--- src/tbt_defines.svh ---
// Register map, field positions and bus response codes of the time base and timers
`ifndef TBT_DEFINES_SVH
`define TBT_DEFINES_SVH
`define TBT_ADDR_W 6
`define TBT_OFF_CTRL 6'h00
`define TBT_OFF_TB_LO 6'h04
`define TBT_OFF_TB_HI 6'h08
`define TBT_OFF_PIT_LOAD 6'h0c
`define TBT_OFF_PIT_CNT 6'h10
`define TBT_OFF_INT_STAT 6'h14
`define TBT_OFF_INT_MASK 6'h18
`define TBT_OFF_WDOG_KIND 6'h1c
`define TBT_CTRL_EXT_SEL 0
`define TBT_CTRL_RELOAD 1
`define TBT_CTRL_FIT_LO 2
`define TBT_CTRL_FIT_HI 3
`define TBT_CTRL_WDG_LO 4
`define TBT_CTRL_WDG_HI 5
`define TBT_CTRL_WDG_EN 6
`define TBT_ST_PIT 0
`define TBT_ST_FIT 1
`define TBT_ST_WDG 2
`define TBT_FIT_B0 9
`define TBT_FIT_B1 13
`define TBT_FIT_B2 17
`define TBT_FIT_B3 21
`define TBT_WDG_B0 17
`define TBT_WDG_B1 21
`define TBT_WDG_B2 25
`define TBT_WDG_B3 29
`define TBT_RESP_OKAY 2'h0
`define TBT_RESP_SLVERR 2'h2
`endif

--- src/tbt_pkg.sv ---
// Types shared by the time base and timer block
package tbt_pkg;
  typedef struct packed {
    logic ext_sel;
    logic reload;
    logic [1:0] fit_sel;
    logic [1:0] wdg_sel;
    logic wdg_en;
  } tbt_ctrl_t;
  typedef enum logic [1:0] {
    TBT_RST_NONE,
    TBT_RST_CORE,
    TBT_RST_CHIP,
    TBT_RST_SYSTEM
  } tbt_rst_kind_t;
endpackage

--- src/tbt_rise_det.sv ---
// Rising-edge detector on one of four selected time-base bits
`timescale 1ns/100ps
module tbt_rise_det #(
  parameter int B0 = 0,
  parameter int B1 = 1,
  parameter int B2 = 2,
  parameter int B3 = 3
) (
  input wire logic clk,
  input wire logic sys_rst,
  input wire logic tick,
  input wire logic [1:0] sel,
  input wire logic [63:0] tb,
  output logic rise
);
  logic prev_q;
  logic prev_d;
  logic bit_now;

  always_comb begin
    case (sel)
      2'h0: bit_now = tb[B0];
      2'h1: bit_now = tb[B1];
      2'h2: bit_now = tb[B2];
      default: bit_now = tb[B3];
    endcase
    prev_d = tick ? bit_now : prev_q;
    // Selector change can look like an edge; accepted, matches a real bit flip
    rise = tick & bit_now & ~prev_q;
  end

  always_ff @(posedge clk) begin
    if (sys_rst) begin
      prev_q <= 1'b0;
    end else begin
      prev_q <= prev_d;
    end
  end
endmodule

--- src/tbt_timers.sv ---
// Time base, interval, fixed-period and watchdog timers with AXI4-Lite registers
`timescale 1ns/100ps
`include "tbt_defines.svh"
module tbt_timers
  import tbt_pkg::*;
(
  input wire logic clk,
  input wire logic sys_rst,
  input wire logic timer_zone_clock_enable,
  input wire logic ext_tick,
  input wire logic [5:0] s_axi_awaddr,
  input wire logic s_axi_awvalid,
  output logic s_axi_awready,
  input wire logic [31:0] s_axi_wdata,
  input wire logic [3:0] s_axi_wstrb,
  input wire logic s_axi_wvalid,
  output logic s_axi_wready,
  output logic [1:0] s_axi_bresp,
  output logic s_axi_bvalid,
  input wire logic s_axi_bready,
  input wire logic [5:0] s_axi_araddr,
  input wire logic s_axi_arvalid,
  output logic s_axi_arready,
  output logic [31:0] s_axi_rdata,
  output logic [1:0] s_axi_rresp,
  output logic s_axi_rvalid,
  input wire logic s_axi_rready,
  output logic irq,
  output logic wdg_reset_req,
  output tbt_rst_kind_t wdg_reset_kind
);
  // ---------------------------------------------------------------
  // Write channel
  // ---------------------------------------------------------------
  logic aw_hold_q, aw_hold_d;
  logic w_hold_q, w_hold_d;
  logic [5:0] aw_addr_q, aw_addr_d;
  logic [31:0] w_data_q, w_data_d;
  logic [3:0] w_strb_q, w_strb_d;
  logic bvalid_q, bvalid_d;
  logic [1:0] bresp_q, bresp_d;
  logic wr_fire;
  logic wr_hit;

  assign s_axi_awready = ~aw_hold_q & ~bvalid_q;
  assign s_axi_wready = ~w_hold_q & ~bvalid_q;
  assign s_axi_bvalid = bvalid_q;
  assign s_axi_bresp = bresp_q;

  always_comb begin
    aw_hold_d = aw_hold_q;
    w_hold_d = w_hold_q;
    aw_addr_d = aw_addr_q;
    w_data_d = w_data_q;
    w_strb_d = w_strb_q;
    bvalid_d = bvalid_q;
    bresp_d = bresp_q;
    if (s_axi_awvalid && s_axi_awready) begin
      aw_hold_d = 1'b1;
      aw_addr_d = s_axi_awaddr;
    end
    if (s_axi_wvalid && s_axi_wready) begin
      w_hold_d = 1'b1;
      w_data_d = s_axi_wdata;
      w_strb_d = s_axi_wstrb;
    end
    if (wr_fire) begin
      aw_hold_d = 1'b0;
      w_hold_d = 1'b0;
      bvalid_d = 1'b1;
      bresp_d = wr_hit ? `TBT_RESP_OKAY : `TBT_RESP_SLVERR;
    end
    if (bvalid_q && s_axi_bready) begin
      bvalid_d = 1'b0;
    end
  end

  always_ff @(posedge clk) begin
    if (sys_rst) begin
      aw_hold_q <= 1'b0;
      w_hold_q <= 1'b0;
      aw_addr_q <= '0;
      w_data_q <= '0;
      w_strb_q <= '0;
      bvalid_q <= 1'b0;
      bresp_q <= `TBT_RESP_OKAY;
    end else begin
      aw_hold_q <= aw_hold_d;
      w_hold_q <= w_hold_d;
      aw_addr_q <= aw_addr_d;
      w_data_q <= w_data_d;
      w_strb_q <= w_strb_d;
      bvalid_q <= bvalid_d;
      bresp_q <= bresp_d;
    end
  end

  assign wr_fire = aw_hold_q & w_hold_q;

  // Byte-lane merge of the held write data onto an old register value
  function automatic logic [31:0] merge(input logic [31:0] old, input logic [31:0] nw,
                                        input logic [3:0] strb);
    logic [31:0] r;
    r = old;
    for (int i = 0; i < 4; i++) begin
      if (strb[i]) begin
        r[i*8 +: 8] = nw[i*8 +: 8];
      end
    end
    return r;
  endfunction

  // ---------------------------------------------------------------
  // Registers and timers
  // ---------------------------------------------------------------
  tbt_ctrl_t ctrl_q, ctrl_d;
  tbt_rst_kind_t kind_q, kind_d;
  logic [63:0] tb_q, tb_d;
  logic [31:0] pit_load_q, pit_load_d;
  logic [31:0] pit_cnt_q, pit_cnt_d;
  logic [2:0] stat_q, stat_d;
  logic [2:0] mask_q, mask_d;
  logic wdg_req_q, wdg_req_d;
  logic tick;
  logic fit_rise;
  logic wdg_rise;
  logic pit_hit;
  logic [31:0] ctrl_word;
  logic [31:0] wr_ctrl;
  logic [2:0] clr;

  // External tick is taken as synchronous to clk
  assign tick = timer_zone_clock_enable & (ctrl_q.ext_sel ? ext_tick : 1'b1);

  assign ctrl_word = {25'h0, ctrl_q.wdg_en, ctrl_q.wdg_sel, ctrl_q.fit_sel,
                      ctrl_q.reload, ctrl_q.ext_sel};
  assign wr_ctrl = merge(ctrl_word, w_data_q, w_strb_q);

  always_comb begin
    wr_hit = 1'b1;
    case (aw_addr_q)
      `TBT_OFF_CTRL, `TBT_OFF_TB_LO, `TBT_OFF_TB_HI, `TBT_OFF_PIT_LOAD,
      `TBT_OFF_PIT_CNT, `TBT_OFF_INT_STAT, `TBT_OFF_INT_MASK, `TBT_OFF_WDOG_KIND: wr_hit = 1'b1;
      default: wr_hit = 1'b0;
    endcase
  end

  // Time base and interval timer both step on one tick only
  assign pit_hit = tick && (pit_cnt_q == 32'h1);

  always_comb begin
    ctrl_d = ctrl_q;
    kind_d = kind_q;
    tb_d = tb_q;
    pit_load_d = pit_load_q;
    pit_cnt_d = pit_cnt_q;
    mask_d = mask_q;
    clr = 3'h0;
    if (tick) begin
      tb_d = tb_q + 64'h1;
      if (pit_cnt_q != 32'h0) begin
        pit_cnt_d = pit_cnt_q - 32'h1;
        if (pit_cnt_q == 32'h1 && ctrl_q.reload) begin
          pit_cnt_d = pit_load_q;
        end
      end
      // At zero without reload the counter parks and fires no more
    end
    if (wr_fire) begin
      case (aw_addr_q)
        `TBT_OFF_CTRL: begin
          ctrl_d.ext_sel = wr_ctrl[`TBT_CTRL_EXT_SEL];
          ctrl_d.reload = wr_ctrl[`TBT_CTRL_RELOAD];
          ctrl_d.fit_sel = wr_ctrl[`TBT_CTRL_FIT_HI:`TBT_CTRL_FIT_LO];
          ctrl_d.wdg_sel = wr_ctrl[`TBT_CTRL_WDG_HI:`TBT_CTRL_WDG_LO];
          ctrl_d.wdg_en = wr_ctrl[`TBT_CTRL_WDG_EN];
        end
        `TBT_OFF_TB_LO: tb_d[31:0] = merge(tb_q[31:0], w_data_q, w_strb_q);
        `TBT_OFF_TB_HI: tb_d[63:32] = merge(tb_q[63:32], w_data_q, w_strb_q);
        `TBT_OFF_PIT_LOAD: begin
          pit_load_d = merge(pit_load_q, w_data_q, w_strb_q);
          pit_cnt_d = pit_load_d;
        end
        `TBT_OFF_INT_STAT: clr = w_data_q[2:0] & {3{w_strb_q[0]}};
        `TBT_OFF_INT_MASK: begin
          if (w_strb_q[0]) begin
            mask_d = w_data_q[2:0];
          end
        end
        `TBT_OFF_WDOG_KIND: begin
          if (w_strb_q[0]) begin
            kind_d = tbt_rst_kind_t'(w_data_q[1:0]);
          end
        end
        default: ;
      endcase
    end
    // Hardware set beats a same-cycle software clear
    stat_d = (stat_q & ~clr);
    stat_d[`TBT_ST_PIT] = stat_d[`TBT_ST_PIT] | pit_hit;
    stat_d[`TBT_ST_FIT] = stat_d[`TBT_ST_FIT] | fit_rise;
    stat_d[`TBT_ST_WDG] = stat_d[`TBT_ST_WDG] | (wdg_rise & ctrl_q.wdg_en);
    // Request stays high until software clears the watchdog flag
    wdg_req_d = stat_d[`TBT_ST_WDG];
  end

  always_ff @(posedge clk) begin
    if (sys_rst) begin
      ctrl_q <= '0;
      kind_q <= TBT_RST_NONE;
      tb_q <= '0;
      pit_load_q <= '0;
      pit_cnt_q <= '0;
      stat_q <= '0;
      mask_q <= '0;
      wdg_req_q <= 1'b0;
    end else begin
      ctrl_q <= ctrl_d;
      kind_q <= kind_d;
      tb_q <= tb_d;
      pit_load_q <= pit_load_d;
      pit_cnt_q <= pit_cnt_d;
      stat_q <= stat_d;
      mask_q <= mask_d;
      wdg_req_q <= wdg_req_d;
    end
  end

  tbt_rise_det #(
    .B0(`TBT_FIT_B0),
    .B1(`TBT_FIT_B1),
    .B2(`TBT_FIT_B2),
    .B3(`TBT_FIT_B3)
  ) u_fit (
    .clk(clk),
    .sys_rst(sys_rst),
    .tick(tick),
    .sel(ctrl_q.fit_sel),
    .tb(tb_d),
    .rise(fit_rise)
  );

  tbt_rise_det #(
    .B0(`TBT_WDG_B0),
    .B1(`TBT_WDG_B1),
    .B2(`TBT_WDG_B2),
    .B3(`TBT_WDG_B3)
  ) u_wdg (
    .clk(clk),
    .sys_rst(sys_rst),
    .tick(tick),
    .sel(ctrl_q.wdg_sel),
    .tb(tb_d),
    .rise(wdg_rise)
  );

  assign irq = |(stat_q[`TBT_ST_FIT:`TBT_ST_PIT] & mask_q[`TBT_ST_FIT:`TBT_ST_PIT]);
  assign wdg_reset_req = wdg_req_q & (kind_q != TBT_RST_NONE);
  assign wdg_reset_kind = kind_q;

  // ---------------------------------------------------------------
  // Read channel
  // ---------------------------------------------------------------
  logic rvalid_q, rvalid_d;
  logic [31:0] rdata_q, rdata_d;
  logic [1:0] rresp_q, rresp_d;

  assign s_axi_arready = ~rvalid_q;
  assign s_axi_rvalid = rvalid_q;
  assign s_axi_rdata = rdata_q;
  assign s_axi_rresp = rresp_q;

  always_comb begin
    rvalid_d = rvalid_q;
    rdata_d = rdata_q;
    rresp_d = rresp_q;
    if (s_axi_arvalid && s_axi_arready) begin
      rvalid_d = 1'b1;
      rresp_d = `TBT_RESP_OKAY;
      case (s_axi_araddr)
        `TBT_OFF_CTRL: rdata_d = ctrl_word;
        `TBT_OFF_TB_LO: rdata_d = tb_q[31:0];
        `TBT_OFF_TB_HI: rdata_d = tb_q[63:32];
        `TBT_OFF_PIT_LOAD: rdata_d = pit_load_q;
        `TBT_OFF_PIT_CNT: rdata_d = pit_cnt_q;
        `TBT_OFF_INT_STAT: rdata_d = {29'h0, stat_q};
        `TBT_OFF_INT_MASK: rdata_d = {29'h0, mask_q};
        `TBT_OFF_WDOG_KIND: rdata_d = {30'h0, kind_q};
        default: begin
          rdata_d = 32'h0;
          rresp_d = `TBT_RESP_SLVERR;
        end
      endcase
    end else if (rvalid_q && s_axi_rready) begin
      rvalid_d = 1'b0;
    end
  end

  always_ff @(posedge clk) begin
    if (sys_rst) begin
      rvalid_q <= 1'b0;
      rdata_q <= '0;
      rresp_q <= `TBT_RESP_OKAY;
    end else begin
      rvalid_q <= rvalid_d;
      rdata_q <= rdata_d;
      rresp_q <= rresp_d;
    end
  end
endmodule

--- config.mk ---
export PLATFORM = sky130hd
export DESIGN_NAME = tbt_timers
export DESIGN_NICKNAME = d
export VERILOG_FILES = /design/src/tbt_pkg.sv /design/src/tbt_rise_det.sv /design/src/tbt_timers.sv
export VERILOG_INCLUDE_DIRS = /design/src
export SDC_FILE = /design/constraint.sdc
export NUM_CORES = 1
export LEC_CHECK = 0
export BUFFER_PORTS_ARGS = -buffer_cell sky130_fd_sc_hd__buf_2
export CAP_MARGIN = 20
export CORE_UTILIZATION = 65
export DETAILED_ROUTE_END_ITERATION = 16
export GPL_ROUTABILITY_DRIVEN = 1
export GPL_TIMING_DRIVEN = 0
export PLACE_DENSITY = 0.94
export SLEW_MARGIN = 15
export SYNTH_ARGS = -nofsm -noshare
export SYNTH_HDL_FRONTEND = slang
export SYNTH_SLANG_ARGS = --single-unit
--- constraint.sdc ---
create_clock -name clk -period 4 [get_ports clk]
set_clock_uncertainty 0.15 [all_clocks]
set_input_delay 0 -clock clk [delete_from_list [all_inputs] [get_ports clk]]
set_output_delay 0 -clock clk [all_outputs]
set_load 0.02 [all_outputs]
==> reports/qor.csv <==
stage,metric,value,unit
run_status,run_status,finished clean,
place,detailedPlacementHpwl,35.2,mm
floorplan,floorplan.initialDensity,66.1,%
sta,setup_viol,0,
cells_and_area,synthToLayoutAreaGrowth,18.7,%
sta,rel_slew_slack,35.4,%
cells_and_area,final_util,78.5,%
logic_synthesis,syn_area,11900,µm²
clock_tree,clock_tree_from_tritoncts,done,
sta,hold_viol,0,
route,route.detailed.drc,0,
logic_synthesis,synth_sequential_area_ratio,38.1,%
sta,period_share,96.9,%
floorplan,die_width,137,µm
worst_setup_path,critical_path_at,4.19,ns
place,place.port_buffers,97,
worst_setup_path,critical_path.endpoint_type,register,
cells_and_area,final_layout_fill_cell_count,1216,
clock_tree,cts-buffers-inserted,25,
sta,final_max_slew_viol_count,0,
route,route.vias.total,14420,
clock_tree,clock-root-buffer,sky130_fd_sc_hd__clkbuf_16,
place,routabilityCongestion,1.10,
cells_and_area,layout_cells_sized_above_1,9.87,%
sta,grt_setup_unrepaired,no,
clock_tree,clock_insertion_delay_worst_skew,0.56,ns
route,number_of_nets_with_antenna_violations_after_routing,0,
cells_and_area,final_nets,1789,
logic_synthesis,post_synth_inst_count,1539,
route,routed_wirelength,51.6,mm
sta,worst-slew-pin-transition,0.966,ns
logic_synthesis,ys.flop_type,sky130_fd_sc_hd__dfxtp_1,
route,drt_first_pass_iters,10,
clock_tree,clkTransAtPathRegs,0.06,ns
logic_synthesis,yosys.area.top_type_share,38.1,%
global_route,initial_antenna_violation_count,1,
global_route,groute.layer.met1.usage,68.1,%
global_route,grt_use_met2,78.7,%
sta,fmax,0.258,GHz
clock_tree,cts.sinks,226,
logic_synthesis,netlist-cell-type-count,75,
route,wl_per_cell,26.2,µm
global_route,overflow,0,
floorplan,fp.dieH,137,µm
clock_tree,h_tree_lvls,1,
floorplan,num_rows,49,
global_route,grt_most_used_layer,met2,
worst_setup_path,worst_ep_required_time,4.32,ns
floorplan,fp.coreArea,18000,µm²
sta,period_needed,3.88,ns
floorplan,io_pins,102,
logic_synthesis,synth_enable_flop_cells,0,
logic_synthesis,async_reset_ff_share,0,%
global_route,grt_pass1_wl,76.1,mm
worst_setup_path,crit_fanout,10,
worst_setup_path,criticalPathCategory,reg -> reg,
logic_synthesis,yosysWarnings,0,
flow_run,drv_cap,0,
global_route,grt_start_max_net_pins,14,
global_route,grtUsageTotal,54.6,%
route,first_iter_violations,2463,
clock_tree,ctsLongestPathBuffers,3,
route,viasPerCell,7.31,
floorplan,fp.dieArea,18800,µm²
logic_synthesis,post_synth.cell_area_avg,7.72,µm²
sta,fin_tns_setup,0,ns
min_path,cells_on_worst_hold_path,5,
worst_setup_path,r2r.worst_path.cells,9,
pwr,power.static_leakage,0.00512,µW
min_path,timing.hold.worst.class,in -> reg,
logic_synthesis,post_synth_main_area_contributors,"sky130_fd_sc_hd__dfxtp_1 38%, sky130_fd_sc_hd__a21oi_1 8.1%, sky130_fd_sc_hd__nand2_1 6.4%, sky130_fd_sc_hd__nor2_1 4.9%, sky130_fd_sc_hd__mux2i_1 4.6%",
worst_setup_path,cp-start-kind,register,
pwr,irDropWorstVdd,0.000529,V
logic_synthesis,synthDominantAreaCellType,sky130_fd_sc_hd__dfxtp_1,
pwr,power_per_cell_area,447,nW/µm²
global_route,first_global_vias,13014,
clock_tree,postCtsSetupRepairBufs,0,
logic_synthesis,yosys_register_bits,226,
global_route,grt_util_met3,21.7,%
[flip-flops by register name, summed over array words and instances (netlist names), 2 cells and up, named ones only]
| signal | cells |
|---|---|
| tb_q | 64 |
| pit_cnt_q | 32 |
| pit_load_q | 32 |
| s_axi_rdata | 32 |
| w_data_q | 32 |
| ctrl_q | 7 |
| aw_addr_q | 6 |
| w_strb_q | 4 |
| mask_q | 3 |
| stat_q | 3 |
| wdg_reset_kind | 2 |
[cell type report]
| cell class | count | area, µm² | area share [%] |
|---|---|---|---|
| clock inverters | 5 | 65.1 | 0.462 |
| clock buffers | 36 | 717 | 5.09 |
| plain buffers | 117 | 474 | 3.36 |
| repair buffers | 161 | 1130 | 8.02 |
| well taps | 229 | 287 | 2.03 |
| diodes | 1 | 2.50 | 0.0178 |
| multi-input cells | 1172 | 6800 | 48.3 |
| inverters | 25 | 93.8 | 0.666 |
| flip-flops and latches | 226 | 4520 | 32.1 |
[final timing paths]
check,start,slack (ns),endpoint
setup / recovery,tb_q[0],0.12,tb_q[62]
hold / removal,s_axi_awvalid,0.05,aw_addr_q[5]
setup reg to reg,tb_q[0],0.12,tb_q[62]
hold reg to reg,u_fit.prev_q,0.32,u_fit.prev_q
[metal layers]
layer  up-vias  wire length [µm]
met1      6453             17400
met2      1513             21100
met5         -                24
met4         2              3720
li1       6070                 -
met3       382              9400
[critical path, cell delays in order (launching register included)]
cell and delay, ns:
sky130_fd_sc_hd__dfxtp_1 0.54, sky130_fd_sc_hd__ha_1 0.30, sky130_fd_sc_hd__and3_1 0.21, sky130_fd_sc_hd__and3_1 0.19, sky130_fd_sc_hd__clkbuf_1 0.44, sky130_fd_sc_hd__nand4_1 0.49
sky130_fd_sc_hd__nor4_4 0.74, sky130_fd_sc_hd__and3_1 0.36, sky130_fd_sc_hd__a211oi_1 0.10, sky130_fd_sc_hd__a311oi_1 0.26
[synthesized netlist by cell type (7+ instances only)]
master,count
sky130_fd_sc_hd__a211oi_1,37
sky130_fd_sc_hd__a21oi_1,193
sky130_fd_sc_hd__a221oi_1,21
sky130_fd_sc_hd__a22oi_1,54
sky130_fd_sc_hd__a2bb2oi_1,7
sky130_fd_sc_hd__a311oi_1,12
sky130_fd_sc_hd__a31oi_1,9
sky130_fd_sc_hd__and2_1,11
sky130_fd_sc_hd__and3_1,28
sky130_fd_sc_hd__buf_1,9
sky130_fd_sc_hd__buf_2,7
sky130_fd_sc_hd__clkbuf_1,95
sky130_fd_sc_hd__dfxtp_1,226
sky130_fd_sc_hd__inv_1,25
sky130_fd_sc_hd__mux2_2,7
sky130_fd_sc_hd__mux2i_1,55
sky130_fd_sc_hd__nand2_1,201
sky130_fd_sc_hd__nand2b_1,11
sky130_fd_sc_hd__nand3_1,75
sky130_fd_sc_hd__nand4_1,17
sky130_fd_sc_hd__nor2_1,154
sky130_fd_sc_hd__nor2b_1,9
sky130_fd_sc_hd__nor3_1,43
sky130_fd_sc_hd__nor4_1,23
sky130_fd_sc_hd__o211ai_1,7
sky130_fd_sc_hd__o21a_1,10
sky130_fd_sc_hd__o21ai_0,57
sky130_fd_sc_hd__o22ai_1,12
sky130_fd_sc_hd__o31a_1,11
sky130_fd_sc_hd__or3_1,9
sky130_fd_sc_hd__or4_1,10
[where the power goes]
| part | internal (µW) | leakage (µW) | switching [µW] |
|---|---|---|---|
| Clock | 1300 | 0.000387 | 988 |
| Combinational | 497 | 0.00290 | 899 |
| Sequential | 2380 | 0.00183 | 237 |
[timing repair]
| item | 4_1_cts | 5_1_grt |
|---|---|---|
| endpoints found under the hold margin | 58 | 0 |
| setup endpoints to repair | 0 | 5 |
| hold buffers | 63 | 0 |
| resized for setup | 0 | 1 |
[kinds of logic (layout without fill, tap and decap cells)]
logic type / after synthesis / count (layout) / share of synthesized area [%]
AO/OA/AOI/OAI: 477 / 477 / 25.7
XOR/XNOR: 2 / 2 / 0.148
adder cells (fa/ha/maj): 4 / 4 / 0.421
buffers and inverters: 142 / 344 / 4.78
flip-flops: 226 / 226 / 38.1
multiplexers: 63 / 63 / 5.49
other: 1 / 3 / 0.0316
AND/OR/NAND/NOR: 624 / 624 / 25.3
[per-stage QoR]
stage / setup WS [ns] / power (µW) / area [µm²] / instances / hold WS, ns
2_1_floorplan: 1.27 / 3470 / 11900 / 1540 / -0.0499
3_3_place_gp: 0.392 / 3890 / 12700 / 1866 / 0.0390
3_5_place_dp: 0.398 / 3900 / 12700 / 1866 / 0.0477
4_1_cts: 0.343 / 6160 / 14100 / 1970 / 0.0113
5_1_grt: 0.155 / 6460 / 14100 / 1972 / 0.0874
6_report: 0.124 / 6300 / 14100 / 1972 / 0.0458
[layout by cell type, fill, tap and decap left out, types with 5 or more instances in the layout]
cell | synthesis | final
sky130_fd_sc_hd__nand3_1 | 75 | 75
sky130_fd_sc_hd__a221oi_1 | 21 | 21
sky130_fd_sc_hd__a22oi_1 | 54 | 54
sky130_fd_sc_hd__a2bb2oi_1 | 7 | 7
sky130_fd_sc_hd__and3_1 | 28 | 28
sky130_fd_sc_hd__clkbuf_1 | 95 | 101
sky130_fd_sc_hd__o31a_1 | 11 | 11
sky130_fd_sc_hd__inv_1 | 25 | 25
sky130_fd_sc_hd__clkbuf_8 | 0 | 5
sky130_fd_sc_hd__o22ai_1 | 12 | 12
sky130_fd_sc_hd__and2_1 | 11 | 11
sky130_fd_sc_hd__a31oi_1 | 9 | 9
sky130_fd_sc_hd__a211oi_1 | 37 | 37
sky130_fd_sc_hd__o21ai_0 | 57 | 57
sky130_fd_sc_hd__mux2_2 | 7 | 7
sky130_fd_sc_hd__buf_4 | 5 | 5
sky130_fd_sc_hd__dlygate4sd3_1 | 0 | 63
sky130_fd_sc_hd__nand2b_1 | 11 | 11
sky130_fd_sc_hd__o211ai_1 | 7 | 7
sky130_fd_sc_hd__or4_1 | 10 | 10
sky130_fd_sc_hd__buf_1 | 9 | 9
sky130_fd_sc_hd__nand2_1 | 201 | 201
sky130_fd_sc_hd__a311oi_1 | 12 | 12
sky130_fd_sc_hd__and4_1 | 5 | 5
sky130_fd_sc_hd__clkbuf_16 | 0 | 25
sky130_fd_sc_hd__nor2b_1 | 9 | 9
sky130_fd_sc_hd__nor2_1 | 154 | 154
sky130_fd_sc_hd__or3_1 | 9 | 9
sky130_fd_sc_hd__o21a_1 | 10 | 10
sky130_fd_sc_hd__a21oi_1 | 193 | 193
sky130_fd_sc_hd__nand4_1 | 17 | 17
sky130_fd_sc_hd__buf_2 | 7 | 104
sky130_fd_sc_hd__a2111oi_0 | 5 | 5
sky130_fd_sc_hd__mux2i_1 | 55 | 55
sky130_fd_sc_hd__nor3_1 | 43 | 43
sky130_fd_sc_hd__nor4_1 | 23 | 23
sky130_fd_sc_hd__dfxtp_1 | 226 | 226
Power figures use the tool's default switching activity.
